--- config.mk ---
export PLATFORM = sky130hd
export DESIGN_NAME = vmfd_decoder
export DESIGN_NICKNAME = d
export VERILOG_FILES = /design/src/shared/vmfd_pkg.sv /design/src/logic/vmfd_decoder.sv
export SDC_FILE = /design/constraint.sdc
export NUM_CORES = 1
export LEC_CHECK = 0
export ABC_AREA = 1
export BUFFER_PORTS_ARGS = -buffer_cell sky130_fd_sc_hd__buf_2
export CORE_MARGIN = 10
export CORE_UTILIZATION = 40
export DETAILED_ROUTE_END_ITERATION = 8
export PLACE_DENSITY = 0.73
export RECOVER_POWER = 25
export SLEW_MARGIN = 20
export SYNTH_ARGS = -nofsm -noshare
export SYNTH_HDL_FRONTEND = slang
export SYNTH_SLANG_ARGS = --single-unit
--- constraint.sdc ---
create_clock -name clk_sys_i -period 2.2 [get_ports clk_sys_i]
set_input_delay 0.33 -clock clk_sys_i [delete_from_list [all_inputs] [get_ports clk_sys_i]]
set_output_delay 0.33 -clock clk_sys_i [all_outputs]
set_load 0.01 [all_outputs]
--- src/shared/vmfd_pkg.sv ---
// Purpose: constants and carriers of the vm control field decoder
// Assumes: 32-bit field encodings, 64-bit field data
// Notes:   offsets, positions, counts and reset values live here
`default_nettype none
package vmfd_pkg;
    // encoding layout
    localparam logic [31:0] RSV_MASK     = 32'hFFFF_9000;
    localparam int unsigned WID_HI       = 14;
    localparam int unsigned WID_LO       = 13;
    localparam int unsigned AREA_HI      = 11;
    localparam int unsigned AREA_LO      = 10;
    localparam int unsigned IDX_HI       = 9;
    localparam int unsigned IDX_LO       = 1;
    localparam int unsigned ACC_BIT      = 0;
    // width and area codes
    localparam logic [1:0]  WID_16       = 2'h0;
    localparam logic [1:0]  WID_64       = 2'h1;
    localparam logic [1:0]  WID_32       = 2'h2;
    localparam logic [1:0]  WID_NAT      = 2'h3;
    localparam logic [1:0]  AREA_CTL     = 2'h0;
    localparam logic [1:0]  AREA_RO      = 2'h1;
    localparam logic [1:0]  AREA_GST     = 2'h2;
    localparam logic [1:0]  AREA_HOST    = 2'h3;
    // field counts per group
    localparam logic [8:0]  CNT_32_CTL   = 9'h010;
    localparam logic [8:0]  CNT_32_RO    = 9'h008;
    localparam logic [8:0]  CNT_32_GST   = 9'h016;
    localparam logic [8:0]  CNT_32_HOST  = 9'h001;
    localparam logic [8:0]  CNT_NAT_FIX  = 9'h004;
    localparam logic [8:0]  CNT_NAT_RO   = 9'h006;
    localparam logic [8:0]  CNT_NAT_GST  = 9'h014;
    localparam int unsigned CR3_TGT_DEF  = 4;
    // indexes with special handling
    localparam logic [8:0]  IDX_TPR_THR  = 9'h00E;
    localparam logic [8:0]  IDX_SEC_CTL  = 9'h00F;
    localparam logic [8:0]  IDX_GLOBAL_DESCRIPTOR_TABLE_REG_LIM = 9'h008;
    localparam logic [8:0]  IDX_INTERRUPT_DESCRIPTOR_TABLE_REG_LIM = 9'h009;
    localparam logic [8:0]  IDX_BASE_LO  = 9'h003;
    localparam logic [8:0]  IDX_BASE_HI  = 9'h006;
    // named encodings
    localparam logic [31:0] ENC_TPR_THR  = 32'h0000_401C;
    localparam logic [31:0] ENC_EXIT_RSN = 32'h0000_4402;
    localparam logic [31:0] ENC_GLOBAL_DESCRIPTOR_TABLE_REG_LIM = 32'h0000_4810;
    localparam logic [31:0] ENC_HOST_CS  = 32'h0000_4C00;
    localparam logic [31:0] ENC_CR3_TGT0 = 32'h0000_6008;
    localparam logic [31:0] ENC_ES_BASE  = 32'h0000_6806;
    // entry masks
    localparam logic [63:0] LIM_MASK     = 64'h0000_0000_0000_FFFF;
    localparam logic [63:0] BASE_MASK    = 64'h0000_0000_FFFF_FFFF;
    // register map
    localparam logic [3:0]  REG_CFG      = 4'h0;
    localparam logic [3:0]  REG_STAT     = 4'h4;
    localparam logic [3:0]  REG_CNT      = 4'h8;
    localparam logic [1:0]  CFG_RST      = 2'h3;
    localparam int unsigned CFG_TPR_BIT  = 0;
    localparam int unsigned CFG_SEC_BIT  = 1;

    typedef struct packed {
        logic [3:0]  addr;
        logic [31:0] wdata;
        logic        we;
        logic        re;
    } vmfd_bus_t;

    typedef struct packed {
        logic       ok;
        logic       rsv_err;
        logic       odd_err;
        logic       idx_err;
        logic       wr_deny;
        logic       hi_acc;
        logic [1:0] width;
        logic [1:0] area;
        logic [8:0] index;
    } vmfd_dec_t;
endpackage
`default_nettype wire

--- src/logic/vmfd_decoder.sv ---
// Purpose: classify and validate vm control structure field encodings
// Assumes: one clock, synchronous active-low reset, inputs synchronous
// Notes:   one decode per cycle, answer one cycle later
//
// Function
// [RULE1] width code 2 in bits 14:13 means a 32-bit field
// [RULE2] width code 3 means a natural-width field, 64 bits here
// [RULE3] 32-bit and natural fields are full access only, encodings even
// [RULE4] area code 0 in bits 11:10 is the control area
// [RULE5] area code 1 is the read-only exit data area
// [RULE6] area code 2 is the guest state area
// [RULE7] area code 3 is the host state area
// [RULE8] bits 9:1 hold the index within width and area
// [RULE9] sixteen 32-bit control fields from 4000h to 401Eh
// [RULE10] threshold and secondary controls exist only if their capability is set
// [RULE11] eight 32-bit exit data fields from 4400h to 440Eh
// [RULE12] 32-bit guest fields from 4800h to 482Ah
// [RULE13] vm entry clears upper 16 bits of guest table limits
// [RULE14] one 32-bit host field, the fast syscall code selector, at 4C00h
// [RULE15] natural control fields from 6000h, target value 0 at 6008h
// [RULE16] extra target values follow the first four consecutively
// [RULE17] natural exit data fields from 6400h to 640Ah
// [RULE18] natural guest fields from 6800h to 6826h
// [RULE19] vm entry clears upper 32 bits of guest segment bases
// [RULE20] bits 31:15 and bit 12 must be zero
// [RULE21] width 1 is a 64-bit field with high half access, 0 is 16-bit
// [RULE22] bad reserved bits, odd full-only or missing index give invalid
// [RULE23] writes to the exit data area are refused
//
// Our own choices: the register offsets and the strobed register port.
`timescale 1ns/1ps
`default_nettype none
module vmfd_decoder #(
    parameter int unsigned CR3_TARGETS = vmfd_pkg::CR3_TGT_DEF
) (
    input  wire logic                clk_sys_i,
    input  wire logic                nrst_i,
    input  wire vmfd_pkg::vmfd_bus_t bus_i,
    output var  logic [31:0]         bus_rdata_o,
    input  wire logic                req_valid_i,
    input  wire logic                req_write_i,
    input  wire logic [31:0]         req_enc_i,
    output var  logic                rsp_valid_o,
    output var  vmfd_pkg::vmfd_dec_t rsp_o,
    input  wire logic                entry_valid_i,
    input  wire logic [31:0]         entry_enc_i,
    input  wire logic [63:0]         entry_data_i,
    output var  logic                entry_valid_o,
    output var  logic [63:0]         entry_data_o
);

    ////////////////////////////////////////////////////////////////////////
    // decode function

    function automatic vmfd_pkg::vmfd_dec_t decode(
        input logic [31:0] enc,
        input logic        wr,
        input logic        tpr_ok,
        input logic        sec_ok
    );
        vmfd_pkg::vmfd_dec_t d;
        logic [8:0]          lim;
        d         = '0;
        lim       = 9'h000;
        d.width   = enc[vmfd_pkg::WID_HI:vmfd_pkg::WID_LO]; // [RULE1] [RULE2] [RULE21]
        d.area    = enc[vmfd_pkg::AREA_HI:vmfd_pkg::AREA_LO]; // [RULE4] [RULE5] [RULE6] [RULE7]
        d.index   = enc[vmfd_pkg::IDX_HI:vmfd_pkg::IDX_LO]; // [RULE8]
        d.hi_acc  = enc[vmfd_pkg::ACC_BIT] & (d.width == vmfd_pkg::WID_64); // [RULE21]
        d.rsv_err = (enc & vmfd_pkg::RSV_MASK) != 32'h0000_0000; // [RULE20]
        d.odd_err = enc[vmfd_pkg::ACC_BIT] & (d.width != vmfd_pkg::WID_64); // [RULE3]
        unique case ({d.width, d.area})
            {vmfd_pkg::WID_32, vmfd_pkg::AREA_CTL}:
                lim = vmfd_pkg::CNT_32_CTL; // [RULE9]
            {vmfd_pkg::WID_32, vmfd_pkg::AREA_RO}:
                lim = vmfd_pkg::CNT_32_RO; // [RULE11]
            {vmfd_pkg::WID_32, vmfd_pkg::AREA_GST}:
                lim = vmfd_pkg::CNT_32_GST; // [RULE12]
            {vmfd_pkg::WID_32, vmfd_pkg::AREA_HOST}:
                lim = vmfd_pkg::CNT_32_HOST; // [RULE14]
            {vmfd_pkg::WID_NAT, vmfd_pkg::AREA_CTL}:
                lim = vmfd_pkg::CNT_NAT_FIX + 9'(CR3_TARGETS); // [RULE15] [RULE16]
            {vmfd_pkg::WID_NAT, vmfd_pkg::AREA_RO}:
                lim = vmfd_pkg::CNT_NAT_RO; // [RULE17]
            {vmfd_pkg::WID_NAT, vmfd_pkg::AREA_GST}:
                lim = vmfd_pkg::CNT_NAT_GST; // [RULE18]
            default:
                lim = 9'h000;
        endcase
        d.idx_err = d.index >= lim; // [RULE22]
        if ((d.width == vmfd_pkg::WID_32) && (d.area == vmfd_pkg::AREA_CTL))
        begin
            if ((d.index == vmfd_pkg::IDX_TPR_THR) && !tpr_ok)
            begin
                d.idx_err = 1'b1; // [RULE10]
            end
            if ((d.index == vmfd_pkg::IDX_SEC_CTL) && !sec_ok)
            begin
                d.idx_err = 1'b1; // [RULE10]
            end
        end
        d.ok      = !(d.rsv_err | d.odd_err | d.idx_err); // [RULE22]
        d.wr_deny = wr & (d.area == vmfd_pkg::AREA_RO); // [RULE23]
        return d;
    endfunction

    ////////////////////////////////////////////////////////////////////////
    // state

    logic [1:0]          cfg_reg;
    logic [15:0]         cnt_reg;
    logic [15:0]         cnt_next;
    logic [31:0]         rdata_next;
    vmfd_pkg::vmfd_dec_t req_dec;
    vmfd_pkg::vmfd_dec_t ent_dec;
    logic                lim_clr;
    logic                base_clr;
    logic [63:0]         entry_next;
    logic                tpr_cap;
    logic                sec_cap;

    assign tpr_cap = cfg_reg[vmfd_pkg::CFG_TPR_BIT];
    assign sec_cap = cfg_reg[vmfd_pkg::CFG_SEC_BIT];

    ////////////////////////////////////////////////////////////////////////
    // request decode

    assign req_dec = decode(req_enc_i, req_write_i, tpr_cap, sec_cap);

    always_ff @(posedge clk_sys_i)
    begin
        if (!nrst_i)
        begin
            rsp_valid_o <= 1'b0;
            rsp_o       <= '0;
        end
        else
        begin
            rsp_valid_o <= req_valid_i;
            if (req_valid_i)
            begin
                rsp_o <= req_dec;
            end
        end
    end

    ////////////////////////////////////////////////////////////////////////
    // vm entry clearing of over-wide guest fields

    assign ent_dec  = decode(entry_enc_i, 1'b0, tpr_cap, sec_cap);
    assign lim_clr  = ent_dec.ok
                    && (ent_dec.width == vmfd_pkg::WID_32)
                    && (ent_dec.area == vmfd_pkg::AREA_GST)
                    && ((ent_dec.index == vmfd_pkg::IDX_GLOBAL_DESCRIPTOR_TABLE_REG_LIM)
                     || (ent_dec.index == vmfd_pkg::IDX_INTERRUPT_DESCRIPTOR_TABLE_REG_LIM));
    assign base_clr = ent_dec.ok
                    && (ent_dec.width == vmfd_pkg::WID_NAT)
                    && (ent_dec.area == vmfd_pkg::AREA_GST)
                    && (ent_dec.index >= vmfd_pkg::IDX_BASE_LO)
                    && (ent_dec.index <= vmfd_pkg::IDX_BASE_HI);

    always_comb
    begin
        entry_next = entry_data_i;
        if (lim_clr)
        begin
            entry_next = entry_data_i & vmfd_pkg::LIM_MASK; // [RULE13]
        end
        else if (base_clr)
        begin
            entry_next = entry_data_i & vmfd_pkg::BASE_MASK; // [RULE19]
        end
    end

    always_ff @(posedge clk_sys_i)
    begin
        if (!nrst_i)
        begin
            entry_valid_o <= 1'b0;
            entry_data_o  <= 64'h0000_0000_0000_0000;
        end
        else
        begin
            entry_valid_o <= entry_valid_i;
            if (entry_valid_i)
            begin
                entry_data_o <= entry_next;
            end
        end
    end

    ////////////////////////////////////////////////////////////////////////
    // register port

    always_ff @(posedge clk_sys_i)
    begin
        if (!nrst_i)
        begin
            cfg_reg <= vmfd_pkg::CFG_RST;
        end
        else if (bus_i.we && (bus_i.addr == vmfd_pkg::REG_CFG))
        begin
            cfg_reg <= bus_i.wdata[1:0];
        end
    end

    // invalid counter, a clear and a new event in the same cycle leave a count of one
    always_comb
    begin
        cnt_next = cnt_reg;
        if (bus_i.we && (bus_i.addr == vmfd_pkg::REG_CNT))
        begin
            cnt_next = 16'h0000;
        end
        if (req_valid_i && !req_dec.ok && (cnt_next != 16'hFFFF))
        begin
            cnt_next = cnt_next + 16'h0001;
        end
    end

    always_ff @(posedge clk_sys_i)
    begin
        if (!nrst_i)
        begin
            cnt_reg <= 16'h0000;
        end
        else
        begin
            cnt_reg <= cnt_next;
        end
    end

    always_comb
    begin
        rdata_next = 32'h0000_0000;
        if (bus_i.re)
        begin
            unique case (bus_i.addr)
                vmfd_pkg::REG_CFG:
                    rdata_next = {30'h0000_0000, cfg_reg};
                vmfd_pkg::REG_STAT:
                    rdata_next = {13'h0000, rsp_o};
                vmfd_pkg::REG_CNT:
                    rdata_next = {16'h0000, cnt_reg};
                default:
                    rdata_next = 32'h0000_0000;
            endcase
        end
    end

    always_ff @(posedge clk_sys_i)
    begin
        if (!nrst_i)
        begin
            bus_rdata_o <= 32'h0000_0000;
        end
        else
        begin
            bus_rdata_o <= rdata_next;
        end
    end
endmodule
`default_nettype wire

* Word level (Yosys, flattened, before mapping)
Cells that the tools add are included. W data, S select, Z words.
Word-level totals: word-level logic and storage cells 102, output and inout bits 117, register bits 135, bits of input ports 171
Operators by class: magnitude comparators 4, bitwise logic cells 8, equality and inequality tests 31, add/subtract/negate cells 1, reduce and logical (&&, ||, !) cells 30, multiplexer cells 13
Operators with widths (number):
- $mux W64 | 2
- $reduce_bool A32 Y1 | 2
- $eq A4 B4 Y1 const B | 15
- $pmux W5 S6 | 2
- $pmux W19 S3 | 1
- $eq A9 B4 Y1 const B | 6
- $mux W16 | 2
- $ge A9 B9 Y1 | 2
- $logic_and A1 B1 Y1 | 17
- $add A16 B1 Y16 const B | 1
- $ne A16 B16 Y1 const B | 1
- $ge A9 B2 Y1 const B | 1
- $le A9 B3 Y1 const B | 1
- $eq A2 B2 Y1 const B | 4
- $mux W1 | 6
- $and A1 B1 Y1 | 4
- $eq A2 B1 Y1 const B | 2
- $eq A4 B3 Y1 const B | 1
- $logic_not A1 Y1 | 4
- $logic_not A2 Y1 | 2
- $logic_not A4 Y1 | 1
- $ne A2 B1 Y1 const B | 2
- $or A1 B1 Y1 | 4
- $reduce_or A2 Y1 | 2
- 2 further kinds | 2

* Longest topological paths before layout
depth in word-level cells 15, mapped depth 19, depth with buffers taken out 18

* Least setup slack after synthesis
OpenSTA, ideal clock, no wires.
path kind input to register, start point input port bus_i[36] (netlist name), end point register cnt_reg[2], data arrival time 2.195 ns, data required time 2.132 ns, stages on the path 17, buffers on the path 5, setup slack -0.062 ns, setup time 0.068 ns, cells stage by stage buf_6 -> nor2_8 -> nand3_4 -> buf_6 -> buf_4 -> buf_6 -> nand2_1 -> inv_1 -> ha_1 -> nand4_4 -> inv_2 -> nand2_2 -> nor2_2 -> nor2_4 -> buf_6 -> nand2_1 -> a21oi_2
On the way: word-level cells in the longest chain between the ends 6, elaborated cells between the ends (all ways) 7, those cells by class add/sub (1); eq/ne (2); mux (2); reduce/logical (2)
RTL lines:
- start: declaration | RTL line vmfd_decoder.sv:38 | input wire vmfd_pkg::vmfd_bus_t bus_i,
- $eq A4 B4 Y1 (*) | RTL line vmfd_decoder.sv:210 | if (bus_i.we && (bus_i.addr == vmfd_pkg::REG_CNT))
- $logic_and A1 B1 Y1 (*) | RTL line vmfd_decoder.sv:210
- $mux W16 (*) | RTL line vmfd_decoder.sv:210
- parallel branches: the longest is 2 deep, another holds $add A16 B1 Y16
- $mux W16 (*) | RTL line vmfd_decoder.sv:214 | if (req_valid_i && !req_dec.ok && (cnt_next != 16'hFFFF))
- end signal: assignment | RTL line vmfd_decoder.sv:228 | cnt_reg <= cnt_next;
- end: declaration | RTL line vmfd_decoder.sv:110 | logic [15:0] cnt_reg;
Every way passes the cells marked *. A chain may end at the register's enable or synchronous reset.

* Final worst setup path
start point input port entry_enc_i[10], end point register entry_data_o[22]
On the way: word-level cells in the longest chain between the ends 13, elaborated cells between the ends (all ways) 22, those cells by class order compare (1); eq/ne (8); mux (5); bitwise (1); reduce/logical (7)
RTL lines:
- start: declaration | RTL line vmfd_decoder.sv:46 | input wire logic [31:0] entry_enc_i,
- $eq A4 B4 Y1 | RTL line vmfd_decoder.sv:71 | unique case ({d.width, d.area})
- $reduce_or A2 Y1 (no source line)
- $pmux W5 S6 | RTL line vmfd_decoder.sv:71
- $ge A9 B9 Y1 | RTL line vmfd_decoder.sv:89 | d.idx_err = d.index >= lim;
- $mux W1 | RTL line vmfd_decoder.sv:92 | if ((d.index == vmfd_pkg::IDX_TPR_THR) && !tpr_ok)
- $mux W1 | RTL line vmfd_decoder.sv:96 | if ((d.index == vmfd_pkg::IDX_SEC_CTL) && !sec_ok)
- $mux W1 | RTL line vmfd_decoder.sv:90 | if ((d.width == vmfd_pkg::WID_32) && (d.area == vmfd_pkg::AREA_CTL))
- $or A1 B1 Y1 | RTL line vmfd_decoder.sv:101 | d.ok = !(d.rsv_err | d.odd_err | d.idx_err);
- $logic_not A1 Y1 | RTL line vmfd_decoder.sv:101
- $logic_and A1 B1 Y1 | RTL line vmfd_decoder.sv:151 | && (ent_dec.width == vmfd_pkg::WID_32)
- $logic_and A1 B1 Y1 (*) | RTL line vmfd_decoder.sv:152 | && (ent_dec.area == vmfd_pkg::AREA_GST)
- $logic_and A1 B1 Y1 (*) | RTL line vmfd_decoder.sv:153 | && ((ent_dec.index == vmfd_pkg::IDX_GLOBAL_DESCRIPTOR_TABLE_REG_LIM)
- $mux W64 (*) | RTL line vmfd_decoder.sv:164 | if (lim_clr)
- end signal: assignment | RTL line vmfd_decoder.sv:186 | entry_data_o <= entry_next;
- end: declaration | RTL line vmfd_decoder.sv:49 | output var logic [63:0] entry_data_o
Every way passes the cells marked *; elsewhere a longest branch is shown, timed or not.

==> results.md <==
- Post-CTS setup buffer count: 0
- Top reg by flops: entry_data_o
- Worst setup margin: 0.312 ns
- CP most frequent cell: nand2_1
- HPWL Detailed: 14.9 mm
- CTS max path bufs: 2
- Slew Limit Fails: 0
- Worst EP arrival: 2.24 ns
- Fin crit period: 1.89 ns
- Routed WL: 19.8 mm
- Cell Pwr Density: 729 nW/um2
- Final worst path period share: 85.8%
- RSZ-0062 raised after global routing: no
- TNS Setup: 0 ns
- DRC violation count after routing: 0
- Final hold vios: 0
- Setup crit end kind: flop
- Headroom to the max-slew limit: 46.5%
- Ys async rst share: 0%
- Met1 Wirelength: 7.81 mm
- Combinational group share of total power: 12.4%
- Peak Freq: 530 MHz
- Endpoints failing setup: 0
- Path type of the worst min-delay path: input port to flop
- WL met2: 9.33 mm
- Lkg Pwr: around 0.0042 uW
- Crit path cell chain: buf_2 > nor2_1 > inv_1 > nor2_1 > nor2_1 > ha_1 > nand2_1 > inv_1 > nand2_1 > nand3b_1 > nand2_1 > nand2_1 > nand2_1 > nand3_1 > nand2_1 > buf_12 > inv_1 > buf_12 > nand2_1 > a21oi_1
- CP Class: input port to flop
- Die X: 143 um
- Pre-CTS setup slack: -0.131 ns
- Worst skew pair latency: 0.42 ns
- Worst-margin pin slew: 0.802 ns
- Largest net degree at the start of global routing: 42
- Status: finished, final reports clean
- Iteration-0 DRC Markers: between 300 and 400
- Core area: approximately 15,000 um2
- Final ANT Viol Nets: 0
- Initial Util: 41.3%
- Die Area: 20,500 um2
- Crit-path max cell delay: 0.28 ns
- Global-route wire length before repair: roughly 32 mm
- CP delay by family, top: simple AND/OR/NAND/NOR gates
- CTS tree: done
- CTS root buf: clkbuf_16
- WL/cell: 14.5 um
- Most used DFF post-synth: dfxtp_1
- WP data required: 2.55 ns
- Switching power total: 1570 uW
- Clk slew on worst S/H paths: 0.06 ns
- Mapped Area: between 6000 and 7000 um2
- Port Buf Inserts: 244
- Routability congestion estimate: 0.892
- Maxcap violations: 0
- FP Rows: 44
- Total number of vias: about 6,500
- CTS Buf Count: 17
- Total GRT Usage: 19.0%
- DR WL met3: 2.33 mm
- CTS sink cnt: 122
- Post-synthesis sequential area ratio: 40.2%
- Cell variety after synth: 41
- Slowest CP cell: ha_1
- Seq cells post-synth: 122
- Cell Int Power: 4400 uW
- Switching fraction of total power: a little over a quarter
- Layout net count: 1,355
- I/O pin count: approximately 290
- Post-Synthesis Cells: 917
- Sequential share of power: 39.5%
- H-tree depth reported by CTS: 4
- EDFF count, synth: 0
- Global route total overflow: 0
- Ys Warns: 0
- Max layer used: met4
- Type of origin of the critical path: input port
- Synth cell count leaders: nor2_1, nand2_1, dfxtp_1, inv_1, a21oi_1
- Clock skew: 0.00686 ns
- First-pass DRT Iterations: 5
- Count leader, synth: nor2_1
- Largest registers: entry_data_o: 64 flops, bus_rdata_o: 19 flops, rsp_o: 19 flops
- Worst-path fanout max: 16
- Worst VDD drop: 500 uV
- Share of post-route cells with drive strength above 1: 27.2%
- N_diodes: 0
- Syn-to-layout area delta: 35.0%
- Clock share of power: 48.1%
- Antenna violations before repair: 0
- Max reg flops: 64
- Post-synth top area share: 40.2%
- Largest area contributor in the synthesized netlist: dfxtp_1
- WP buf/inv: 6
- Synth Area per Inst: 6.62 um2
- Die H: 143 um
- Top post-synthesis cells by area: dfxtp_1, nor2_1, nand2_1
- Number of global-route vias before repair: 6,494
- Vias/cell: 4.73
metrics by stage:
step           util [%]  power, uW  instance area [um2]  hold slack [ns]  cells
3_5_place_dp       51.8       3150                 7610            0.452   1338
6_report           55.8       5970                 8200            0.112   1370
5_1_grt            55.8       6210                 8200            0.130   1370
3_3_place_gp       51.8       3130                 7610            0.449   1338
4_1_cts            55.9       6010                 8220           0.0972   1370
2_1_floorplan         -       2800                 6120            0.433    929
cells in the final DEF (no fill, tap or decap), types with 3 or more instances in the layout:
master	count
nor2_2	6
dfxtp_1	122
bufinv_16	3
nand4_1	22
a211oi_1	3
nand2_1	197
ha_1	10
buf_12	6
nand3_2	4
nor2_1	220
inv_1	103
clkbuf_16	17
clkinv_4	4
a21oi_1	51
and2_1	3
nand3_1	46
buf_4	27
xor2_1	7
o21ai_0	29
buf_2	234
o22ai_1	4
conb_1	13
clkbuf_1	13
nor3_1	8
clkinv_2	3
layer usage:
metal,global-route usage [%],vias up
met5,0,-
met4,5.97,0
met3,9.35,31
met2,32.2,239
met1,20.5,2864
li1,-,3351
worst reg2reg max path, cell delays in order, from the launching register on:
cell,delay [ns]
dfxtp_1,0.35
nand2_1,0.10
inv_1,0.09
ha_2,0.24
nand4_4,0.16
nor2_4,0.15
nand4_1,0.12
nand2_2,0.10
buf_4,0.17
nand2_1,0.07
a21oi_1,0.15
power groups by stage:
stage	Sequential (uW)	Clock, uW	Combinational, uW
3_3_place_gp	2400	0	730
4_1_cts	2360	2900	745
2_1_floorplan	2440	0	357
5_1_grt	2370	3010	837
6_report	2360	2870	739
3_5_place_dp	2410	0	740
path summary, 6_finish.rpt:
| check | startpoint | endpoint | slack (ns) | cells past startpoint |
|---|---|---|---|---|
| worst min-delay path | bus_i[3] | cfg_reg[1] | 0.11 | 3 |
| worst max register to register | cnt_reg[0] | cnt_reg[6] | 0.42 | 10 |
| worst max-delay path | entry_enc_i[10] | entry_data_o[22] | 0.31 | 20 |
| worst min register to register | entry_data_o[24] | entry_data_o[24] | 0.46 | 2 |
what timing repair did:
action | CTS | global route
resized for setup | 0 | 1
endpoints found under the setup margin | 0 | 1
hold buffers | 0 | 0
endpoints found under the hold margin | 0 | 0
cell type report:
cell class | count | area (um2)
tap | 184 | 230
sequential | 122 | 2440
multi-input combinational | 646 | 2980
timing repair buffer | 280 | 1540
inverter | 106 | 398
clock buffer | 18 | 429
fill | 1451 | 6500
clock inverter | 14 | 173
kinds of logic after synthesis:
| group | count (synthesis) | share of synthesized area (%) |
|---|---|---|
| adders and majority gates | 11 | 2.27 |
| xor gates and xnor gates | 8 | 1.15 |
| DFF | 122 | 40.2 |
| buffers and inverters | 161 | 11.6 |
| AOI/OAI and AO/OA | 96 | 8.57 |
| other | 1 | 0.0618 |
| and+or+nand+nor | 518 | 36.1 |
Note: power is estimated with default switching activity, not from simulation.
